File: src/verilog/external_data_space_map_params.svh
`ifndef EXTERNAL_DATA_SPACE_MAP_PARAMS_SVH
`define EXTERNAL_DATA_SPACE_MAP_PARAMS_SVH
// Special register addresses
`define ADDR_PAGE 8'hAA
`define ADDR_CFG 8'h85
`define ADDR_DPH 8'h83
`define ADDR_DPL 8'h82
// Reset values
`define PAGE_RST 8'h00
`define CFG_RST 8'h03
`define DATA_POINTER_RST 16'h0000
// Configuration fields
`define CFG_FAE 6
`define CFG_MUXOFF 4
`define CFG_MODE_HI 3
`define CFG_MODE_LO 2
`define CFG_MASK 8'h5F
// Address map
`define FIFO_LO 16'h0400
`define FIFO_HI 16'h07FF
`define ONCHIP_TOP 16'h1000
`define FIFO_AW 10
// Access timing in system clocks
`define FIFO_MIN_CYC 4'h3
`define EXT_CYC 4'h4
`define EXT_STB_ON 4'h3
`define EXT_STB_OFF 4'h1
`define CNT_ZERO 4'h0
`define CNT_ONE 4'h1
`endif

File: src/verilog/external_data_space_map_pkg.sv
`default_nettype none
package external_data_space_map_pkg;
  typedef enum logic [1:0] {
    MODE_ONCHIP = 2'b00,
    MODE_SPLIT_NOBANK = 2'b01,
    MODE_SPLIT_BANK = 2'b10,
    MODE_OFFCHIP = 2'b11
  } mem_mode_t;
  typedef enum logic [1:0] {
    TGT_EXTERNAL_DATA_SPACE = 2'b00,
    TGT_FIFO = 2'b01,
    TGT_EXT = 2'b10
  } target_t;
  typedef struct packed {
    logic we;
    logic use_data_pointer;
    logic sel_b;
    logic [7:0] wdata;
  } move_cmd_t;
  typedef struct packed {
    logic own;
    logic [15:0] addr;
    logic addr_hi_oe;
    logic [7:0] data;
    logic data_oe;
    logic wr_n;
    logic rd_n;
    logic ale;
  } pins_t;
endpackage
`default_nettype wire

File: src/verilog/external_data_space_access_address_map.sv
`default_nettype none
`include "external_data_space_map_params.svh"
module external_data_space_access_address_map (
  // Clock and reset
  input wire logic clk_i,
  input wire logic rst_n_i,
  // Special register port
  input wire logic [7:0] sfr_addr_i,
  input wire logic sfr_wr_i,
  input wire logic [7:0] sfr_wdata_i,
  output logic [7:0] sfr_rdata_o,
  // External move request from the core
  input wire logic mv_req_i,
  input wire external_data_space_map_pkg::move_cmd_t mv_cmd_i,
  input wire logic [7:0] ptr_a_i,
  input wire logic [7:0] ptr_b_i,
  output logic mv_done_o,
  output logic [7:0] mv_rdata_o,
  // On-chip data memory
  output logic xr_req_o,
  output logic xr_we_o,
  output logic [15:0] xr_addr_o,
  output logic [7:0] xr_wdata_o,
  input wire logic [7:0] xr_rdata_i,
  // FIFO bridge into the USB clock domain
  output logic ff_req_o,
  output logic ff_we_o,
  output logic [`FIFO_AW-1:0] ff_addr_o,
  output logic [7:0] ff_wdata_o,
  input wire logic ff_ack_i,
  input wire logic [7:0] ff_rdata_i,
  // Off-chip memory pins
  output var external_data_space_map_pkg::pins_t pins_o,
  input wire logic [7:0] pin_data_i
);
  import external_data_space_map_pkg::*;

  typedef enum logic [1:0] {
    S_IDLE = 2'b00,
    S_EXTERNAL_DATA_SPACE = 2'b01,
    S_FIFO = 2'b10,
    S_EXT = 2'b11
  } state_t;

  state_t state_q;
  logic [7:0] page_q;
  logic [7:0] cfg_q;
  logic [15:0] data_pointer_q;
  logic [3:0] cnt_q;
  logic [15:0] addr;
  target_t tgt;
  mem_mode_t mode;
  logic fae;

  // Window test used by routing and checks
  function automatic logic in_window(input logic [15:0] a);
    in_window = (a >= `FIFO_LO) && (a <= `FIFO_HI);
  endfunction

  // Routing by memory mode and FIFO overlay
  function automatic target_t route(input logic [15:0] a, input mem_mode_t m,
                                    input logic f);
    if (f && in_window(a)) begin
      route = TGT_FIFO;
    end else begin
      unique case (m)
        MODE_ONCHIP: route = TGT_EXTERNAL_DATA_SPACE;
        MODE_SPLIT_NOBANK, MODE_SPLIT_BANK:
          route = (a < `ONCHIP_TOP) ? TGT_EXTERNAL_DATA_SPACE : TGT_EXT;
        MODE_OFFCHIP: route = TGT_EXT;
      endcase
    end
  endfunction

  assign fae = cfg_q[`CFG_FAE];
  assign mode = mem_mode_t'(cfg_q[`CFG_MODE_HI:`CFG_MODE_LO]);

  // Effective address of the requested move
  always_comb begin
    if (mv_cmd_i.use_data_pointer) begin
      addr = data_pointer_q;
    end else begin
      addr = {page_q, mv_cmd_i.sel_b ? ptr_b_i : ptr_a_i};
    end
    tgt = route(addr, mode, fae);
  end

  // Special register writes
  always_ff @(posedge clk_i or negedge rst_n_i) begin
    if (!rst_n_i) begin
      page_q <= `PAGE_RST;
      cfg_q <= `CFG_RST;
      data_pointer_q <= `DATA_POINTER_RST;
    end else if (sfr_wr_i) begin
      unique case (sfr_addr_i)
        `ADDR_PAGE: page_q <= sfr_wdata_i;
        `ADDR_CFG: cfg_q <= sfr_wdata_i & `CFG_MASK;
        `ADDR_DPH: data_pointer_q[15:8] <= sfr_wdata_i;
        `ADDR_DPL: data_pointer_q[7:0] <= sfr_wdata_i;
        default: ;
      endcase
    end
  end

  // Registered read-back, unused bits read zero
  always_ff @(posedge clk_i or negedge rst_n_i) begin
    if (!rst_n_i) begin
      sfr_rdata_o <= 8'h00;
    end else begin
      unique case (sfr_addr_i)
        `ADDR_PAGE: sfr_rdata_o <= page_q;
        `ADDR_CFG: sfr_rdata_o <= cfg_q;
        `ADDR_DPH: sfr_rdata_o <= data_pointer_q[15:8];
        `ADDR_DPL: sfr_rdata_o <= data_pointer_q[7:0];
        default: sfr_rdata_o <= 8'h00;
      endcase
    end
  end

  // Access sequencer
  always_ff @(posedge clk_i or negedge rst_n_i) begin
    if (!rst_n_i) begin
      state_q <= S_IDLE;
      cnt_q <= `CNT_ZERO;
      mv_done_o <= 1'b0;
      mv_rdata_o <= 8'h00;
      xr_req_o <= 1'b0;
      xr_we_o <= 1'b0;
      xr_addr_o <= 16'h0000;
      xr_wdata_o <= 8'h00;
      ff_req_o <= 1'b0;
      ff_we_o <= 1'b0;
      ff_addr_o <= '0;
      ff_wdata_o <= 8'h00;
    end else begin
      mv_done_o <= 1'b0;
      xr_req_o <= 1'b0;
      unique case (state_q)
        S_IDLE: begin
          if (mv_req_i) begin
            unique case (tgt)
              TGT_EXTERNAL_DATA_SPACE: begin
                state_q <= S_EXTERNAL_DATA_SPACE;
                xr_req_o <= 1'b1;
                xr_we_o <= mv_cmd_i.we;
                xr_addr_o <= addr;
                xr_wdata_o <= mv_cmd_i.wdata;
              end
              TGT_FIFO: begin
                // Held until the USB side answers
                state_q <= S_FIFO;
                cnt_q <= `FIFO_MIN_CYC;
                ff_req_o <= 1'b1;
                ff_we_o <= mv_cmd_i.we;
                ff_addr_o <= addr[`FIFO_AW-1:0];
                ff_wdata_o <= mv_cmd_i.wdata;
              end
              TGT_EXT: begin
                state_q <= S_EXT;
                cnt_q <= `EXT_CYC;
              end
              default: state_q <= S_IDLE;
            endcase
          end
        end
        S_EXTERNAL_DATA_SPACE: begin
          mv_rdata_o <= xr_rdata_i;
          mv_done_o <= 1'b1;
          state_q <= S_IDLE;
        end
        S_FIFO: begin
          if (cnt_q != `CNT_ZERO) begin
            cnt_q <= cnt_q - `CNT_ONE;
          end
          if (ff_ack_i) begin
            ff_req_o <= 1'b0;
            mv_rdata_o <= ff_rdata_i;
          end
          if (!ff_req_o && cnt_q == `CNT_ZERO) begin
            mv_done_o <= 1'b1;
            state_q <= S_IDLE;
          end
        end
        S_EXT: begin
          cnt_q <= cnt_q - `CNT_ONE;
          if (cnt_q == `EXT_STB_OFF) begin
            mv_rdata_o <= pin_data_i;
          end
          if (cnt_q == `CNT_ONE) begin
            mv_done_o <= 1'b1;
            state_q <= S_IDLE;
          end
        end
      endcase
    end
  end

  // Off-chip pin control; output type is left to the port logic
  always_ff @(posedge clk_i or negedge rst_n_i) begin
    if (!rst_n_i) begin
      pins_o.own <= 1'b0;
      pins_o.addr <= 16'h0000;
      pins_o.addr_hi_oe <= 1'b0;
      pins_o.data <= 8'h00;
      pins_o.data_oe <= 1'b0;
      pins_o.wr_n <= 1'b1;
      pins_o.rd_n <= 1'b1;
      pins_o.ale <= 1'b0;
    end else if (state_q == S_IDLE && mv_req_i && tgt == TGT_EXT) begin
      pins_o.own <= 1'b1;
      pins_o.addr <= addr;
      // Without bank select, page-form moves leave the high byte to the port latch
      pins_o.addr_hi_oe <= !(mode == MODE_SPLIT_NOBANK && !mv_cmd_i.use_data_pointer);
      pins_o.data <= mv_cmd_i.wdata;
      pins_o.data_oe <= mv_cmd_i.we;
      pins_o.ale <= !cfg_q[`CFG_MUXOFF];
    end else if (state_q == S_EXT) begin
      pins_o.ale <= 1'b0;
      if (cnt_q == `EXT_STB_ON) begin
        pins_o.wr_n <= !pins_o.data_oe;
        pins_o.rd_n <= pins_o.data_oe;
      end
      if (cnt_q == `EXT_STB_OFF) begin
        pins_o.wr_n <= 1'b1;
        pins_o.rd_n <= 1'b1;
      end
      if (cnt_q == `CNT_ONE) begin
        pins_o.own <= 1'b0;
        pins_o.addr_hi_oe <= 1'b0;
        pins_o.data_oe <= 1'b0;
      end
    end
  end

  // Checks
  a_data_pointer_addr: assert property (@(posedge clk_i) disable iff (!rst_n_i)
    state_q == S_IDLE && mv_req_i && mv_cmd_i.use_data_pointer && tgt == TGT_EXTERNAL_DATA_SPACE
    |=> xr_req_o && xr_addr_o == $past(data_pointer_q))
    else $error("pointer form address wrong");
  a_dph_write: assert property (@(posedge clk_i) disable iff (!rst_n_i)
    sfr_wr_i && sfr_addr_i == `ADDR_DPH
    |=> data_pointer_q[15:8] == $past(sfr_wdata_i) && $stable(data_pointer_q[7:0]))
    else $error("high pointer byte write wrong");
  a_page_addr: assert property (@(posedge clk_i) disable iff (!rst_n_i)
    state_q == S_IDLE && mv_req_i && !mv_cmd_i.use_data_pointer && tgt == TGT_EXTERNAL_DATA_SPACE
    |=> xr_addr_o[15:8] == $past(page_q))
    else $error("indirect high byte wrong");
  a_fifo_route: assert property (@(posedge clk_i) disable iff (!rst_n_i)
    $rose(ff_req_o) |-> fae && in_window({6'h01, ff_addr_o}))
    else $error("fifo access outside window");
  a_window_hidden: assert property (@(posedge clk_i) disable iff (!rst_n_i)
    xr_req_o |-> !(fae && in_window(xr_addr_o)))
    else $error("window reached plain memory");
  a_fifo_slow: assert property (@(posedge clk_i) disable iff (!rst_n_i)
    $rose(ff_req_o) |-> !mv_done_o [*3])
    else $error("fifo move too fast");
  a_own_ext: assert property (@(posedge clk_i) disable iff (!rst_n_i)
    pins_o.own |-> state_q == S_EXT)
    else $error("pins owned outside off-chip move");
  a_own_release: assert property (@(posedge clk_i) disable iff (!rst_n_i)
    mv_done_o && $past(state_q == S_EXT) |-> !pins_o.own && pins_o.wr_n && pins_o.rd_n)
    else $error("pins not released");
  a_read_undriven: assert property (@(posedge clk_i) disable iff (!rst_n_i)
    !pins_o.rd_n |-> !pins_o.data_oe)
    else $error("data driven during read");
  a_ale_mux: assert property (@(posedge clk_i) disable iff (!rst_n_i)
    pins_o.ale |-> !cfg_q[`CFG_MUXOFF] && pins_o.own ##1 !pins_o.ale)
    else $error("address latch strobe wrong");
  a_offchip_mode: assert property (@(posedge clk_i) disable iff (!rst_n_i)
    xr_req_o |-> mode != MODE_OFFCHIP)
    else $error("on-chip access in off-chip mode");
  a_window_plain: assert property (@(posedge clk_i) disable iff (!rst_n_i)
    state_q == S_IDLE && mv_req_i && !fae && mode == MODE_ONCHIP && in_window(addr)
    |=> xr_req_o)
    else $error("window not plain memory");
  c_external_data_space: cover property (@(posedge clk_i) disable iff (!rst_n_i)
    state_q == S_EXTERNAL_DATA_SPACE ##1 mv_done_o);
  c_fifo: cover property (@(posedge clk_i) disable iff (!rst_n_i)
    state_q == S_FIFO && ff_ack_i);
  c_ext_read: cover property (@(posedge clk_i) disable iff (!rst_n_i)
    !pins_o.rd_n ##[1:4] mv_done_o);
endmodule
`default_nettype wire

File: config.mk
export PLATFORM = sky130hd
export DESIGN_NAME = external_data_space_access_address_map
export DESIGN_NICKNAME = d
export VERILOG_FILES = /design/src/verilog/external_data_space_map_pkg.sv /design/src/verilog/external_data_space_access_address_map.sv
export VERILOG_INCLUDE_DIRS = /design/src /design/src/verilog
export SDC_FILE = /design/constraint.sdc
export NUM_CORES = 1
export LEC_CHECK = 0
export BUFFER_PORTS_ARGS = -buffer_cell sky130_fd_sc_hd__clkbuf_2
export CORE_MARGIN = 2
export CORE_UTILIZATION = 45
export DETAILED_ROUTE_END_ITERATION = 16
export PLACE_DENSITY = 0.78
export SLEW_MARGIN = 10
export SYNTH_ARGS = -nofsm -noshare
export SYNTH_HDL_FRONTEND = slang
export SYNTH_SLANG_ARGS = --single-unit
export TNS_END_PERCENT = 20
File: constraint.sdc
create_clock -name clk_i -period 2.9 [get_ports clk_i]
set_input_delay 0.435 -clock clk_i [delete_from_list [all_inputs] [get_ports clk_i]]
set_output_delay 0.435 -clock clk_i [all_outputs]
set_load 0.01 [all_outputs]
==> impl_results.html <==
<table>
<tr><th>Metric</th><th>Value</th></tr>
<tr><th colspan="2">Placement</th></tr>
<tr><td>Gpl congestion</td><td>0.817</td></tr>
<tr><td>HPWL after DPL</td><td>10000 um</td></tr>
<tr><td>Placed cell area</td><td>6990 sq um</td></tr>
<tr><td>Port Buffer Count</td><td>164</td></tr>
<tr><td>Worst setup timing slack at the placement stage</td><td>0.380 ns</td></tr>
<tr><th colspan="2">Setup path</th></tr>
<tr><td>Depth of the worst register-to-register path</td><td>5</td></tr>
<tr><td>FF-to-FF Start</td><td>data_pointer_q[12]</td></tr>
<tr><td>Worst reg-to-reg setup slack</td><td>0.51 ns</td></tr>
<tr><td>Worst EP arrival</td><td>2.68 ns</td></tr>
<tr><td>Critical path data required time</td><td>3.19 ns</td></tr>
<tr><td>Category of the worst setup path launch point</td><td>register</td></tr>
<tr><td>Type of the worst setup path</td><td>register to register</td></tr>
<tr><td>FF-to-FF End</td><td>xr_addr_o[8]</td></tr>
<tr><td>Type of destination of the critical path</td><td>register</td></tr>
<tr><td>Peak fanout along the critical path</td><td>21</td></tr>
<tr><th colspan="2">GRT</th></tr>
<tr><td>Remaining Overflow, GRT</td><td>0</td></tr>
<tr><td>Maximum number of pins on one net before global-route repair</td><td>79</td></tr>
<tr><td>Via count of the first global-routing pass</td><td>4506</td></tr>
<tr><td>Overall track demand over capacity in global routing</td><td>20.8%</td></tr>
<tr><td>Antenna violations before repair</td><td>0</td></tr>
<tr><td>First-pass GRT wire length</td><td>22900 um</td></tr>
<tr><th colspan="2">STA</th></tr>
<tr><td>Setup-violating endpoint count in the final report</td><td>0</td></tr>
<tr><td>Final critical-path share of the clock period</td><td>82.5%</td></tr>
<tr><td>Slew Limit Fails</td><td>0</td></tr>
<tr><td>PnR worst setup slack</td><td>0.507 ns</td></tr>
<tr><td>Transition time at the pin with the least slew margin</td><td>0.829 ns</td></tr>
<tr><td>Worst max-slew margin expressed relative to the limit</td><td>44.0%</td></tr>
<tr><td>Setup repair after global routing missed its margin</td><td>false</td></tr>
<tr><td>Minimum period implied by the final worst setup slack</td><td>2.39 ns</td></tr>
<tr><td>Highest clock rate</td><td>0.418 GHz</td></tr>
<tr><td>Worst hold slack</td><td>0.279 ns</td></tr>
<tr><td>Number of hold-slack violations in the final timing report</td><td>0</td></tr>
<tr><td>Final setup TNS</td><td>0 ns</td></tr>
<tr><td>Worst clock skew on the final layout</td><td>0.00767 ns</td></tr>
<tr><th colspan="2">Power</th></tr>
<tr><td>Psw</td><td>1.77 mW</td></tr>
<tr><td>Leakage power</td><td>3.87 nW</td></tr>
<tr><td>Max VDD drop</td><td>0.000352 V</td></tr>
<tr><td>Gate power share</td><td>25.0%</td></tr>
<tr><td>Net switching fraction of the power</td><td>30.6%</td></tr>
<tr><td>Power per standard cell area</td><td>765 nW/um^2</td></tr>
<tr><td>Internal power contribution</td><td>4.02 mW</td></tr>
<tr><td>Share of power burned in the clock network</td><td>34.9%</td></tr>
<tr><td>Relative contribution of sequential cells to total power</td><td>40.1%</td></tr>
<tr><th colspan="2">Logic synthesis</th></tr>
<tr><td>EDFF count, synth</td><td>0</td></tr>
<tr><td>Count of distinct cell types in the synthesized netlist</td><td>57</td></tr>
<tr><td>Library cell with the largest summed area after synthesis</td><td>sky130_fd_sc_hd__dfrtp_1</td></tr>
<tr><td>Average size of a mapped cell</td><td>13.2 sq um</td></tr>
<tr><td>Total nets after synthesis</td><td>529</td></tr>
<tr><td>Part of the Yosys area used for sequential elements</td><td>54.2%</td></tr>
<tr><td>Number of warning messages in the yosys log</td><td>0</td></tr>
<tr><td>Top cells by area, synth</td><td>sky130_fd_sc_hd__dfrtp_1 (52%), sky130_fd_sc_hd__mux2_2 (13%), sky130_fd_sc_hd__mux2_4 (4.3%), sky130_fd_sc_hd__mux2_1 (3.8%), sky130_fd_sc_hd__mux2i_1 (3.4%)</td></tr>
<tr><td>Area share of the largest cell type after synthesis</td><td>52.4%</td></tr>
<tr><td>Number of standard cells after synthesis</td><td>451</td></tr>
<tr><td>Async set-reset flop share out of synthesis</td><td>100%</td></tr>
<tr><td>Most frequent cells after synthesis</td><td>sky130_fd_sc_hd__dfrtp_1 (125), sky130_fd_sc_hd__mux2_2 (70), sky130_fd_sc_hd__nand2_1 (36)</td></tr>
<tr><td>Most common cell in the synthesized netlist</td><td>sky130_fd_sc_hd__dfrtp_1</td></tr>
<tr><td>Ys flop type</td><td>sky130_fd_sc_hd__dfrtp_1</td></tr>
<tr><td>Total of flip-flops plus latches after synthesis</td><td>129</td></tr>
<tr><td>Synthesized area</td><td>5970 sq um</td></tr>
<tr><th colspan="2">Detailed routing</th></tr>
<tr><td>Via density per instance</td><td>5.30</td></tr>
<tr><td>DRC violations left</td><td>0</td></tr>
<tr><td>Post-detailed-route wirelength per cell</td><td>17.1 um</td></tr>
<tr><td>Initial detailed-routing violation count</td><td>276</td></tr>
<tr><td>Total number of vias</td><td>4316</td></tr>
<tr><td>Post-detailed-route count of antenna-violating nets</td><td>0</td></tr>
<tr><td>Aggregate routed wire length</td><td>13900 um</td></tr>
<tr><td>Number of optimization iterations in the first detailed-route pass</td><td>5</td></tr>
<tr><th colspan="2">Finish</th></tr>
<tr><td>Fraction of final layout cells sized beyond drive strength 1</td><td>49.0%</td></tr>
<tr><td>Finished Core Util</td><td>57.9%</td></tr>
<tr><td>Layout fillers</td><td>1050</td></tr>
<tr><td>Post-route design area</td><td>7580 sq um</td></tr>
<tr><td>Final layout net count</td><td>704</td></tr>
<tr><td>Antenna diode count</td><td>0</td></tr>
<tr><td>Area grow syn2layout</td><td>27.0%</td></tr>
<tr><th colspan="2">Floorplan</th></tr>
<tr><td>Core Box Area</td><td>13100 sq um</td></tr>
<tr><td>Initial core utilization</td><td>45.6%</td></tr>
<tr><td>I/O pins</td><td>165</td></tr>
<tr><td>Die outline height</td><td>119 um</td></tr>
<tr><td>Total Die Area</td><td>14200 sq um</td></tr>
<tr><td>Horizontal die dimension</td><td>119 um</td></tr>
<tr><td>Std cell rows</td><td>42</td></tr>
<tr><th colspan="2">CTS</th></tr>
<tr><td>Depth of the CTS H-tree</td><td>4</td></tr>
<tr><td>Total of cells resized after clock tree synthesis</td><td>0</td></tr>
<tr><td>Worst skew pair latency</td><td>0.41 ns</td></tr>
<tr><td>CTS Root Cell</td><td>sky130_fd_sc_hd__clkbuf_16</td></tr>
<tr><td>Maximum buffer depth of the clock tree</td><td>2</td></tr>
<tr><td>Clock sink total</td><td>129</td></tr>
<tr><td>Clock buffers created by TritonCTS</td><td>17</td></tr>
<tr><td>Setup bufs post-CTS</td><td>0</td></tr>
<tr><td>Clk slew on worst S/H paths</td><td>0.06 ns</td></tr>
<tr><td>CTS tree</td><td>built</td></tr>
<tr><th colspan="2">Hold path</th></tr>
<tr><td>Sink of the worst hold path</td><td>xr_wdata_o[7]</td></tr>
<tr><td>Min-delay src</td><td>mv_cmd_i[7]</td></tr>
<tr><td>HP Class</td><td>input pin to register</td></tr>
<tr><td>Number of cells traversed by the worst hold path</td><td>2</td></tr>
<tr><th colspan="2">Run status</th></tr>
<tr><td>Result of the run</td><td>finished, final reports clean</td></tr>
<tr><th colspan="2">Flow run</th></tr>
<tr><td>Maximum Capacitance Violations</td><td>0</td></tr>
</table>
-- power by group through the flow --
stage / clock network (mW) / logic (mW) / registers [mW]
2_1_floorplan: 0 / 0.831 / 2.42
3_3_place_gp: 0 / 1.39 / 2.34
3_5_place_dp: 0 / 1.46 / 2.35
4_1_cts: 2.07 / 1.47 / 2.33
5_1_grt: 2.15 / 1.61 / 2.37
6_report: 2.02 / 1.45 / 2.32
-- per-layer routing --
layer | wire length, um | track usage [%] | up-vias | part of all wire, %
met1 | 5830 | 26.5 | 2134 | 42
met3 | 852 | 5.41 | 32 | 6.1
li1 | - | - | 2007 | -
met5 | 0 | 0 | - | 0
met4 | 366 | 9.52 | 0 | 2.6
met2 | 6880 | 33.2 | 143 | 49
-- state kept, by name, summed over array words and instances, names as in the netlist --
signal          cells
xr_wdata_o          8
cnt_q               4
cfg_q               6
ff_req_o            1
ff_wdata_o          8
mv_rdata_o          8
xr_we_o             1
page_q              8
sfr_rdata_o         8
state_q             2
xr_req_o            1
pins_o             30
xr_addr_o          16
mv_done_o           1
ff_addr_o          10
data_pointer_q     16
ff_we_o             1
-- logic make-up after synthesis --
kind of cell	share of synthesized area, %
multiplexers	24.6
AO/OA/AOI/OAI	9.52
XOR/XNOR	0.147
AND/OR/NAND/NOR	7.52
flip-flops	54.2
buffers and inverters	2.79
adder cells (fa/ha/maj)	1.26
-- critical path, cell delays in order, from the launching register on --
cell and delay (ns):
sky130_fd_sc_hd__dfrtp_1 0.41, sky130_fd_sc_hd__or4b_1 0.66, sky130_fd_sc_hd__o22a_1 0.31, sky130_fd_sc_hd__o211ai_4 0.31
sky130_fd_sc_hd__buf_12 0.22, sky130_fd_sc_hd__mux2_1 0.36
-- what timing repair did --
item                                   CTS  global route
endpoints found under the hold margin   13             0
setup endpoints to repair                0             0
hold buffers                             1             0
-- stage by stage --
| stage | cells | total power, mW |
|---|---|---|
| after floorplan | 451 | 3.25 |
| after detailed placement | 782 | 3.81 |
| after CTS | 815 | 5.86 |
| after global placement | 782 | 3.73 |
| final | 815 | 5.80 |
| after global routing | 815 | 6.13 |
-- cell type report --
cell class | instances | area, sq um | share of cell area [%]
flip-flops and latches | 129 | 3230 | 42.7
clock buffers | 20 | 467 | 6.16
clock inverters | 12 | 109 | 1.44
well taps | 176 | 220 | 2.91
repair buffers | 176 | 953 | 12.6
inverters | 7 | 26.3 | 0.347
multi-input cells | 295 | 2570 | 33.9
-- worst max path at each step --
stage,start,endpoint,slack (ns)
after global placement,mv_cmd_i[9],xr_wdata_o[2],0.45
after global routing,data_pointer_q[12],xr_addr_o[8],0.41
final,data_pointer_q[12],xr_addr_o[8],0.51
after CTS,data_pointer_q[12],xr_addr_o[8],0.48
after detailed placement,mv_cmd_i[9],xr_wdata_o[5],0.38
after floorplan,mv_cmd_i[9],xr_addr_o[0],0.62
-- layout by cell type, fill, tap and decap left out, types with 5 or more instances in the layout --
master / Yosys / routed
sky130_fd_sc_hd__mux2i_1: 20 / 20
sky130_fd_sc_hd__clkbuf_16: 0 / 17
sky130_fd_sc_hd__dfrtp_1: 125 / 125
sky130_fd_sc_hd__clkbuf_2: 0 / 163
sky130_fd_sc_hd__mux2_2: 70 / 70
sky130_fd_sc_hd__buf_4: 0 / 9
sky130_fd_sc_hd__o21ai_0: 30 / 30
sky130_fd_sc_hd__nor2_1: 8 / 8
sky130_fd_sc_hd__mux2_1: 20 / 20
sky130_fd_sc_hd__nand2_1: 36 / 36
sky130_fd_sc_hd__inv_1: 7 / 7
sky130_fd_sc_hd__mux2_4: 17 / 17
sky130_fd_sc_hd__nor2b_1: 5 / 5
sky130_fd_sc_hd__ha_1: 6 / 6
sky130_fd_sc_hd__clkinvlp_4: 0 / 5
sky130_fd_sc_hd__a22oi_1: 12 / 12
sky130_fd_sc_hd__a21oi_1: 8 / 8
sky130_fd_sc_hd__nand2b_1: 5 / 5
Power figures use the tool's default switching activity.
